## config.mk

```make
export PLATFORM = sky130hd
export DESIGN_NAME = status_byte_service_request
export DESIGN_NICKNAME = d
export VERILOG_FILES = /design/src/status_pkg.sv /design/src/setup_if.sv /design/src/setup_store.sv /design/src/trig_gate.sv /design/src/status_byte_service_request.sv
export SDC_FILE = /design/constraint.sdc
export NUM_CORES = 1
export LEC_CHECK = 0
export ABC_AREA = 1
export BUFFER_PORTS_ARGS = -buffer_cell sky130_fd_sc_hd__buf_4
export CAP_MARGIN = 30
export CORE_MARGIN = 5
export CORE_UTILIZATION = 57
export DETAILED_ROUTE_END_ITERATION = 6
export PLACE_DENSITY = 0.8
export SLEW_MARGIN = 20
export SYNTH_ARGS = -nofsm -noshare
export SYNTH_HDL_FRONTEND = slang
export SYNTH_SLANG_ARGS = --single-unit
```

## constraint.sdc

```tcl
create_clock -name sys_clk_i -period 4.4 [get_ports sys_clk_i]
set_input_delay 0.66 -clock sys_clk_i [delete_from_list [all_inputs] [get_ports sys_clk_i]]
set_output_delay 0.66 -clock sys_clk_i [all_outputs]
set_load 0.05 [all_outputs]
```

## src/status_pkg.sv

```systemverilog
package status_pkg;

    // Status byte bit positions
    localparam int STB_MEAS_BIT = 0;
    localparam int STB_UNUSED_BIT = 1;
    localparam int STB_ERR_BIT = 2;
    localparam int STB_QUEST_BIT = 3;
    localparam int STB_MAV_BIT = 4;
    localparam int STB_STD_BIT = 5;
    localparam int STB_MSS_BIT = 6;
    localparam int STB_OPER_BIT = 7;

    // Writable enable bits: 7,5,4,3,2,0 (6 and 1 are held at zero)
    localparam logic [7:0] SRE_WMASK = 8'hBD;
    localparam logic [7:0] SRE_RST_VAL = 8'h00;
    localparam logic [7:0] STB_RST_VAL = 8'h00;
    localparam logic [7:0] OPC_ASCII_ONE = 8'h31;

    // Setup word layout: {trigger source, configuration}
    localparam int CFG_W = 16;
    localparam int TSRC_W = 2;
    localparam int SETUP_W = CFG_W + TSRC_W;

    // Trigger control source codes
    localparam logic [TSRC_W-1:0] TSRC_IMM = 2'h0;
    localparam logic [TSRC_W-1:0] TSRC_BUS = 2'h1;
    localparam logic [TSRC_W-1:0] TSRC_TIMER = 2'h2;
    localparam logic [TSRC_W-1:0] TSRC_EXT = 2'h3;

    // Reset defaults and factory preset of the controls
    localparam logic [TSRC_W-1:0] TSRC_RST_VAL = TSRC_IMM;
    localparam logic [CFG_W-1:0] CFG_RST_VAL = 16'h0000;
    localparam logic [TSRC_W-1:0] TSRC_PRESET = TSRC_IMM;
    localparam logic [CFG_W-1:0] CFG_PRESET = 16'h0000;
    localparam logic [SETUP_W-1:0] SETUP_PRESET = {TSRC_PRESET, CFG_PRESET};

    typedef enum logic [3:0] {
        CMD_NONE = 4'h0,
        CMD_SRE_WR = 4'h1,
        CMD_SRE_RD = 4'h2,
        CMD_STB_RD = 4'h3,
        CMD_RST = 4'h4,
        CMD_SAV = 4'h5,
        CMD_RCL = 4'h6,
        CMD_TRG = 4'h7,
        CMD_OPC = 4'h8,
        CMD_OPC_RD = 4'h9,
        CMD_CFG_WR = 4'hA,
        CMD_TSRC_WR = 4'hB
    } cmd_e;

endpackage : status_pkg

```

## src/setup_if.sv

```systemverilog
`timescale 1ns/1ps
interface setup_if #(
    parameter int W = 18
);
    logic wr;
    logic rd;
    logic [W-1:0] wdata;
    logic [W-1:0] rdata;
    logic rvalid;
    logic rerr;

    modport ctrl (output wr, output rd, output wdata, input rdata, input rvalid, input rerr);
    modport store (input wr, input rd, input wdata, output rdata, output rvalid, output rerr);
endinterface : setup_if

```

## src/setup_store.sv

```systemverilog
`timescale 1ns/1ps
module setup_store import status_pkg::*; #(
    parameter int W = SETUP_W,
    parameter logic [W-1:0] PRESET = SETUP_PRESET
) (
    // Clock, reset, enable
    input wire logic sys_clk_i,
    input wire logic rst_i,
    input wire logic ce_i,
    // Backing store reports a bad read
    input wire logic fault_i,
    // Access port
    setup_if.store bus
);
    // One slot, kept with a parity bit so a corrupted slot is caught on recall
    logic [W:0] slot_r, slot_nxt;
    logic [W-1:0] rdata_r, rdata_nxt;
    logic rvalid_r, rvalid_nxt;
    logic rerr_r, rerr_nxt;
    logic bad;

    always_comb begin
        slot_nxt = slot_r;
        rdata_nxt = rdata_r;
        rvalid_nxt = 1'b0;
        rerr_nxt = 1'b0;
        bad = fault_i || (^slot_r);
        if (bus.wr) begin
            slot_nxt = {^bus.wdata, bus.wdata};
        end else if (bus.rd) begin
            rvalid_nxt = 1'b1;
            rerr_nxt = bad;
            rdata_nxt = bad ? PRESET : slot_r[W-1:0];
            if (bad) begin
                slot_nxt = {^PRESET, PRESET};
            end
        end
    end

    always_ff @(posedge sys_clk_i or posedge rst_i) begin
        if (rst_i) begin
            slot_r <= {^PRESET, PRESET};
            rdata_r <= PRESET;
            rvalid_r <= 1'b0;
            rerr_r <= 1'b0;
        end else if (ce_i) begin
            slot_r <= slot_nxt;
            rdata_r <= rdata_nxt;
            rvalid_r <= rvalid_nxt;
            rerr_r <= rerr_nxt;
        end
    end

    assign bus.rdata = rdata_r;
    assign bus.rvalid = rvalid_r;
    assign bus.rerr = rerr_r;
endmodule : setup_store

```

## src/trig_gate.sv

```systemverilog
`timescale 1ns/1ps
module trig_gate import status_pkg::*; (
    // Clock, reset, enable
    input wire logic sys_clk_i,
    input wire logic rst_i,
    input wire logic ce_i,
    // Trigger sources
    input wire logic trg_cmd_i,
    input wire logic get_i,
    input wire logic [TSRC_W-1:0] src_i,
    // Trigger event
    output logic trig_o
);
    logic trig_nxt;

    always_comb begin
        trig_nxt = (trg_cmd_i || get_i) && (src_i == TSRC_BUS);
    end

    always_ff @(posedge sys_clk_i or posedge rst_i) begin
        if (rst_i) begin
            trig_o <= 1'b0;
        end else if (ce_i) begin
            trig_o <= trig_nxt;
        end
    end
endmodule : trig_gate

```

## src/status_byte_service_request.sv

```systemverilog
`timescale 1ns/1ps
module status_byte_service_request import status_pkg::*; #(
    parameter int CW = CFG_W
) (
    // Clock, reset, enable
    input wire logic sys_clk_i,
    input wire logic rst_i,
    input wire logic ce_i,
    // Command port
    input wire logic cmd_valid_i,
    input cmd_e cmd_code_i,
    input wire logic [CW-1:0] cmd_data_i,
    output logic cmd_ready_o,
    // Summary inputs from lower registers and queues
    input wire logic meas_event_i,
    input wire logic err_queue_i,
    input wire logic quest_cal_i,
    input wire logic std_event_i,
    input wire logic oper_event_i,
    // Overlapped operations still running
    input wire logic op_busy_i,
    // Bus messages
    input wire logic talk_i,
    input wire logic spoll_i,
    input wire logic get_i,
    // Setup store fault
    input wire logic store_fault_i,
    // Responses
    output logic resp_valid_o,
    output logic [7:0] resp_data_o,
    output logic spoll_valid_o,
    output logic [7:0] spoll_data_o,
    // Status
    output logic [7:0] stb_o,
    output logic srq_o,
    output logic opc_event_o,
    output logic trig_o,
    // Controls
    output logic [TSRC_W-1:0] trig_src_o,
    output logic [CW-1:0] cfg_o
);
    typedef enum logic [1:0] {
        ST_IDLE = 2'b01,
        ST_RCL_WAIT = 2'b10
    } state_e;

    setup_if #(.W(TSRC_W + CW)) sbus ();

    state_e state_r, state_nxt;
    logic [7:0] sre_r, sre_nxt;
    logic [7:0] stb_r, stb_nxt;
    logic srq_r, srq_nxt;
    logic oq_full_r, oq_full_nxt;
    logic [7:0] oq_data_r, oq_data_nxt;
    logic resp_valid_r, resp_valid_nxt;
    logic [7:0] resp_data_r, resp_data_nxt;
    logic spoll_valid_r, spoll_valid_nxt;
    logic [7:0] spoll_data_r, spoll_data_nxt;
    logic opcq_pend_r, opcq_pend_nxt;
    logic opc_pend_r, opc_pend_nxt;
    logic opc_evt_r, opc_evt_nxt;
    logic [TSRC_W-1:0] tsrc_r, tsrc_nxt;
    logic [CW-1:0] cfg_r, cfg_nxt;
    logic ready_r, ready_nxt;
    logic trg_cmd_r, trg_cmd_nxt;
    logic acc;
    logic [7:0] stb_low;
    logic mss;
    logic enq;
    logic [7:0] enq_data;

    ////////////////////////////////////////////////////////////////////////////////
    // Status byte and summary

    always_comb begin
        stb_low = 8'h00;
        stb_low[STB_MEAS_BIT] = meas_event_i;
        stb_low[STB_UNUSED_BIT] = 1'b0;
        stb_low[STB_ERR_BIT] = err_queue_i;
        stb_low[STB_QUEST_BIT] = quest_cal_i;
        stb_low[STB_MAV_BIT] = oq_full_r;
        stb_low[STB_STD_BIT] = std_event_i;
        stb_low[STB_OPER_BIT] = oper_event_i;
        mss = |(stb_low & sre_r);
        stb_nxt = stb_low;
        stb_nxt[STB_MSS_BIT] = mss;
        srq_nxt = mss;
    end

    ////////////////////////////////////////////////////////////////////////////////
    // Command decode, output queue and setup control

    assign acc = cmd_valid_i && ready_r;

    always_comb begin
        state_nxt = state_r;
        sre_nxt = sre_r;
        opcq_pend_nxt = opcq_pend_r;
        opc_pend_nxt = opc_pend_r;
        opc_evt_nxt = 1'b0;
        tsrc_nxt = tsrc_r;
        cfg_nxt = cfg_r;
        trg_cmd_nxt = 1'b0;
        enq = 1'b0;
        enq_data = 8'h00;
        sbus.wr = 1'b0;
        sbus.rd = 1'b0;
        sbus.wdata = {tsrc_r, cfg_r};
        case (state_r)
            ST_IDLE: begin
                if (acc) begin
                    case (cmd_code_i)
                        CMD_SRE_WR: begin
                            sre_nxt = cmd_data_i[7:0] & SRE_WMASK;
                        end
                        CMD_SRE_RD: begin
                            enq = 1'b1;
                            enq_data = sre_r;
                        end
                        CMD_STB_RD: begin
                            // Reading leaves the status byte alone
                            enq = 1'b1;
                            enq_data = stb_r;
                        end
                        CMD_RST: begin
                            tsrc_nxt = TSRC_RST_VAL;
                            cfg_nxt = CFG_RST_VAL;
                            opcq_pend_nxt = 1'b0;
                            opc_pend_nxt = 1'b0;
                        end
                        CMD_SAV: begin
                            sbus.wr = 1'b1;
                        end
                        CMD_RCL: begin
                            sbus.rd = 1'b1;
                            state_nxt = ST_RCL_WAIT;
                        end
                        CMD_TRG: begin
                            trg_cmd_nxt = 1'b1;
                        end
                        CMD_OPC: begin
                            opc_pend_nxt = 1'b1;
                        end
                        CMD_OPC_RD: begin
                            opcq_pend_nxt = 1'b1;
                        end
                        CMD_CFG_WR: begin
                            cfg_nxt = cmd_data_i;
                        end
                        CMD_TSRC_WR: begin
                            tsrc_nxt = cmd_data_i[TSRC_W-1:0];
                        end
                        default: begin
                        end
                    endcase
                end
                // Completion is only signalled once no overlapped work is left
                if (!op_busy_i && !acc) begin
                    if (opcq_pend_r) begin
                        enq = 1'b1;
                        enq_data = OPC_ASCII_ONE;
                        opcq_pend_nxt = 1'b0;
                    end
                    if (opc_pend_r) begin
                        opc_evt_nxt = 1'b1;
                        opc_pend_nxt = 1'b0;
                    end
                end
            end
            ST_RCL_WAIT: begin
                if (sbus.rvalid) begin
                    // Store already substitutes the preset on a failed read
                    {tsrc_nxt, cfg_nxt} = sbus.rdata;
                    state_nxt = ST_IDLE;
                end
            end
            default: begin
                state_nxt = ST_IDLE;
            end
        endcase
        ready_nxt = (state_nxt == ST_IDLE);
    end

    // Output queue holds one message; a newer message replaces an unread one
    always_comb begin
        oq_full_nxt = oq_full_r;
        oq_data_nxt = oq_data_r;
        resp_valid_nxt = 1'b0;
        resp_data_nxt = resp_data_r;
        spoll_valid_nxt = 1'b0;
        spoll_data_nxt = spoll_data_r;
        if (talk_i && oq_full_r) begin
            resp_valid_nxt = 1'b1;
            resp_data_nxt = oq_data_r;
            oq_full_nxt = 1'b0;
        end
        // Enqueue after the read so a new message is never lost
        if (enq) begin
            oq_full_nxt = 1'b1;
            oq_data_nxt = enq_data;
        end
        if (spoll_i) begin
            spoll_valid_nxt = 1'b1;
            spoll_data_nxt = stb_r;
        end
    end

    ////////////////////////////////////////////////////////////////////////////////
    // State registers

    always_ff @(posedge sys_clk_i or posedge rst_i) begin
        if (rst_i) begin
            state_r <= ST_IDLE;
            sre_r <= SRE_RST_VAL;
            stb_r <= STB_RST_VAL;
            srq_r <= 1'b0;
            oq_full_r <= 1'b0;
            oq_data_r <= 8'h00;
            resp_valid_r <= 1'b0;
            resp_data_r <= 8'h00;
            spoll_valid_r <= 1'b0;
            spoll_data_r <= 8'h00;
            opcq_pend_r <= 1'b0;
            opc_pend_r <= 1'b0;
            opc_evt_r <= 1'b0;
            tsrc_r <= TSRC_RST_VAL;
            cfg_r <= CFG_RST_VAL;
            ready_r <= 1'b0;
            trg_cmd_r <= 1'b0;
        end else if (ce_i) begin
            state_r <= state_nxt;
            sre_r <= sre_nxt;
            stb_r <= stb_nxt;
            srq_r <= srq_nxt;
            oq_full_r <= oq_full_nxt;
            oq_data_r <= oq_data_nxt;
            resp_valid_r <= resp_valid_nxt;
            resp_data_r <= resp_data_nxt;
            spoll_valid_r <= spoll_valid_nxt;
            spoll_data_r <= spoll_data_nxt;
            opcq_pend_r <= opcq_pend_nxt;
            opc_pend_r <= opc_pend_nxt;
            opc_evt_r <= opc_evt_nxt;
            tsrc_r <= tsrc_nxt;
            cfg_r <= cfg_nxt;
            ready_r <= ready_nxt;
            trg_cmd_r <= trg_cmd_nxt;
        end
    end

    ////////////////////////////////////////////////////////////////////////////////
    // Submodules

    setup_store #(
        .W(TSRC_W + CW),
        .PRESET({TSRC_PRESET, CFG_PRESET[CW-1:0]})
    ) u_store (
        .sys_clk_i(sys_clk_i),
        .rst_i(rst_i),
        .ce_i(ce_i),
        .fault_i(store_fault_i),
        .bus(sbus.store)
    );

    trig_gate u_trig (
        .sys_clk_i(sys_clk_i),
        .rst_i(rst_i),
        .ce_i(ce_i),
        .trg_cmd_i(trg_cmd_r),
        .get_i(get_i),
        .src_i(tsrc_r),
        .trig_o(trig_o)
    );

    assign cmd_ready_o = ready_r;
    assign resp_valid_o = resp_valid_r;
    assign resp_data_o = resp_data_r;
    assign spoll_valid_o = spoll_valid_r;
    assign spoll_data_o = spoll_data_r;
    assign stb_o = stb_r;
    assign srq_o = srq_r;
    assign opc_event_o = opc_evt_r;
    assign trig_src_o = tsrc_r;
    assign cfg_o = cfg_r;
endmodule : status_byte_service_request

```

==> out/metrics.yaml <==
die_height_um: 107
die_x_um: 107
ys_seq_area_frac: 0.476
max_freq_mhz: 321
synth_flop_cell: "dfrtp_1"
grt_pass1_wl_um: 20000
clk_latency_ns: 0.36
ctsResizeCount: 0
cts.sinks: 101
period_minus_slack_ns: 3.12
ys_top_cells_by_count: "nand2_1 (252), dfrtp_1 (100), inv_1 (84), o21ai_0 (58), nor2_1 (41)"
vias: 4587
rsz0062_at_grt: "no"
synth_area_um2: 5310
p_leak_nw: 3.23
placed_area_um2: 5890
cts.reportedPaths.clkPinSlew_ns: 0.09
drc: 0
ant_nets: 0
final_core_util: 0.668
antenna_found_initial: 0
fin_setup_tns_ns: 0
finalSetupViolCount: 0
ys_types: 34
viasPerCell: 5.21
dieArea_um2: 11400
setup.worst_path.start_class: "flip-flop"
fin_nets: 804
worst_slew_pin_slew_ns: 0.915
wl_um: 12200
timing.rr.start: "state_r[0]$_DFFE_PP1P_"
gp_congestion: 0.841
hp-class: "in2async"
rows: 35
synth-edff-count: 0
hold_viol_final: 0
start_util: 0.581
synthToLayoutAreaGrowth_pct: 15.1
end_kind: "flip-flop"
drtIter0Drc: 279
cp.required_ns: 4.64
syn_area_per_cell_um2: 7.59
finalCritPeriodShare: 0.708
slew_headroom: 0.390
numCtsBuffers: 9
yosys.area.top_type: "dfrtp_1"
status: "finished clean"
wl_per_cell_um: 13.8
overflow: 0
ys_warn_count: 0
io_buffers: 78
arrival_ns: 3.36
netlist_top_cells_area: "dfrtp_1 (47%), nand2_1 (18%), inv_1 (5.9%), o21ai_0 (5.5%), nand3_1 (3.6%)"
stdcell_area_um2: 6120
track_usage: 0.219
max_cap_violations: 0
power_mw: 3.29
async_reset_ff_frac: 1.00
startpoint: "state_r[0]$_DFFE_PP1P_"
antenna_cells: 0
crit_type: "reg2reg"
htree_levels: 3
yosysMostFrequentCell: "nand2_1"
cts_root_buf: "clkbuf_8"
grt_pass1_vias: 4364
synth_top_area_frac: 0.471
hpwl_um: 9350
drtPass1Iterations: 5
ir_worst_vdd_uv: 252
drive_gt1_frac: 0.152
cts.path.max_buffers: 2
grt_max_degree: 75
pin_count: 82
finClkSkew_ns: 0.00554
pwr_density_cell_nw_per_um2: 537
cts_setup_buffers: 0
critPathMaxFanout: 26
cts_hold_buf: 0
slew_viol_final: 0
hold_ws_ns: 0.216
ys_ff_latch: 101
core-area_um2: 9150
cts_tree: "built"
synth_cells: 700
==> flip-flops by register name (all words and copies together) (netlist names), 2 cells and up <==
signal / count
cfg_o: 16
oq_data_r: 7
resp_data_o: 7
spoll_data_o: 7
sre_r: 6
state_r: 2
stb_o: 7
trig_src_o: 2
u_store.bus.rdata: 18
u_store.slot_r: 19
==> critical path, stage by stage (launching register included) <==
cell	delay (ns)
dfstp_2	0.57
inv_1	0.07
ha_1	0.51
inv_1	0.40
nor2_1	0.09
a2111oi_1	0.41
nand2_1	0.38
buf_6	0.28
a211oi_1	0.22
a21oi_1	0.06
==> logic make-up (layout without fill, tap and decap cells) <==
| logic type | after synthesis | after routing | share of synthesized area |
|---|---|---|---|
| buffers and inverters | 116 | 183 | 0.0944 |
| multiplexers | 1 | 1 | 0.00212 |
| other | 1 | 3 | 0.000706 |
| AND/OR/NAND/NOR | 353 | 353 | 0.276 |
| XOR/XNOR | 18 | 18 | 0.0297 |
| flip-flops | 101 | 101 | 0.476 |
| AO/OA/AOI/OAI | 107 | 107 | 0.114 |
| adder cells (fa/ha/maj) | 3 | 3 | 0.00706 |
==> path summary, 6_finish.rpt <==
path,endpoint,cells after the start,slack (ns)
max,cfg_o[3]$_DFFE_PP0P_,9,1.28
min,sre_r[2]$_DFFE_PP0P_,2,0.22
max reg2reg,cfg_o[3]$_DFFE_PP0P_,9,1.28
min reg2reg,spoll_valid_o$_DFFE_PP0P_,2,0.48
max in group asynchronous,spoll_valid_o$_DFFE_PP0P_,4,3.23
min in group sys_clk_i,spoll_valid_o$_DFFE_PP0P_,2,0.48
==> through the flow <==
stage / setup WS [ns] / std cells
global route: 1.11 / 880
floorplan: 1.09 / 702
global placement: 1.31 / 865
detailed placement: 1.13 / 865
CTS: 1.09 / 878
finish: 1.28 / 880
==> area by class of cell <==
| type | count | area (um^2) |
|---|---|---|
| timing repair buffer | 82 | 639 |
| multi-input combinational | 485 | 2290 |
| clock buffer | 11 | 151 |
| tap | 111 | 139 |
| fill | 785 | 3040 |
| inverter | 88 | 333 |
| sequential | 101 | 2530 |
| clock inverter | 2 | 35.0 |
==> report_power, final <==
| group | switching [mW] | internal (mW) | leakage (nW) |
|---|---|---|---|
| logic | 0.979 | 0.461 | 1.81 |
| registers | 0.165 | 1.11 | 1.32 |
| clock network | 0.289 | 0.284 | 0.0971 |
| total | 1.43 | 1.85 | 3.23 |
==> placed cells by master, fill, tap and decap left out, types with 2 or more instances in the layout <==
cell type	instances
a211oi_1	16
a21oi_1	21
nand2_4	2
inv_1	83
xnor2_1	9
ha_1	3
nor3_1	6
dfrtp_1	100
nor2_1	41
inv_2	4
xor2_1	9
o21ai_1	3
nand2_2	4
buf_4	80
conb_1	3
nand3_2	6
clkbuf_8	11
o22ai_1	3
o21ai_0	58
nand3_1	38
a32o_1	2
nand2_1	252
==> metal layers <==
layer | vias up | part of all wire | routed length (um) | global-route usage
li1 | 2322 | - | - | -
met1 | 2100 | 0.42 | 5130 | 0.274
met2 | 140 | 0.49 | 5920 | 0.371
met3 | 25 | 0.063 | 762 | 0.0370
met4 | 0 | 0.030 | 366 | 0.0986
met5 | - | 0 | 0 | 0
(Power assumes the default switching activity.)
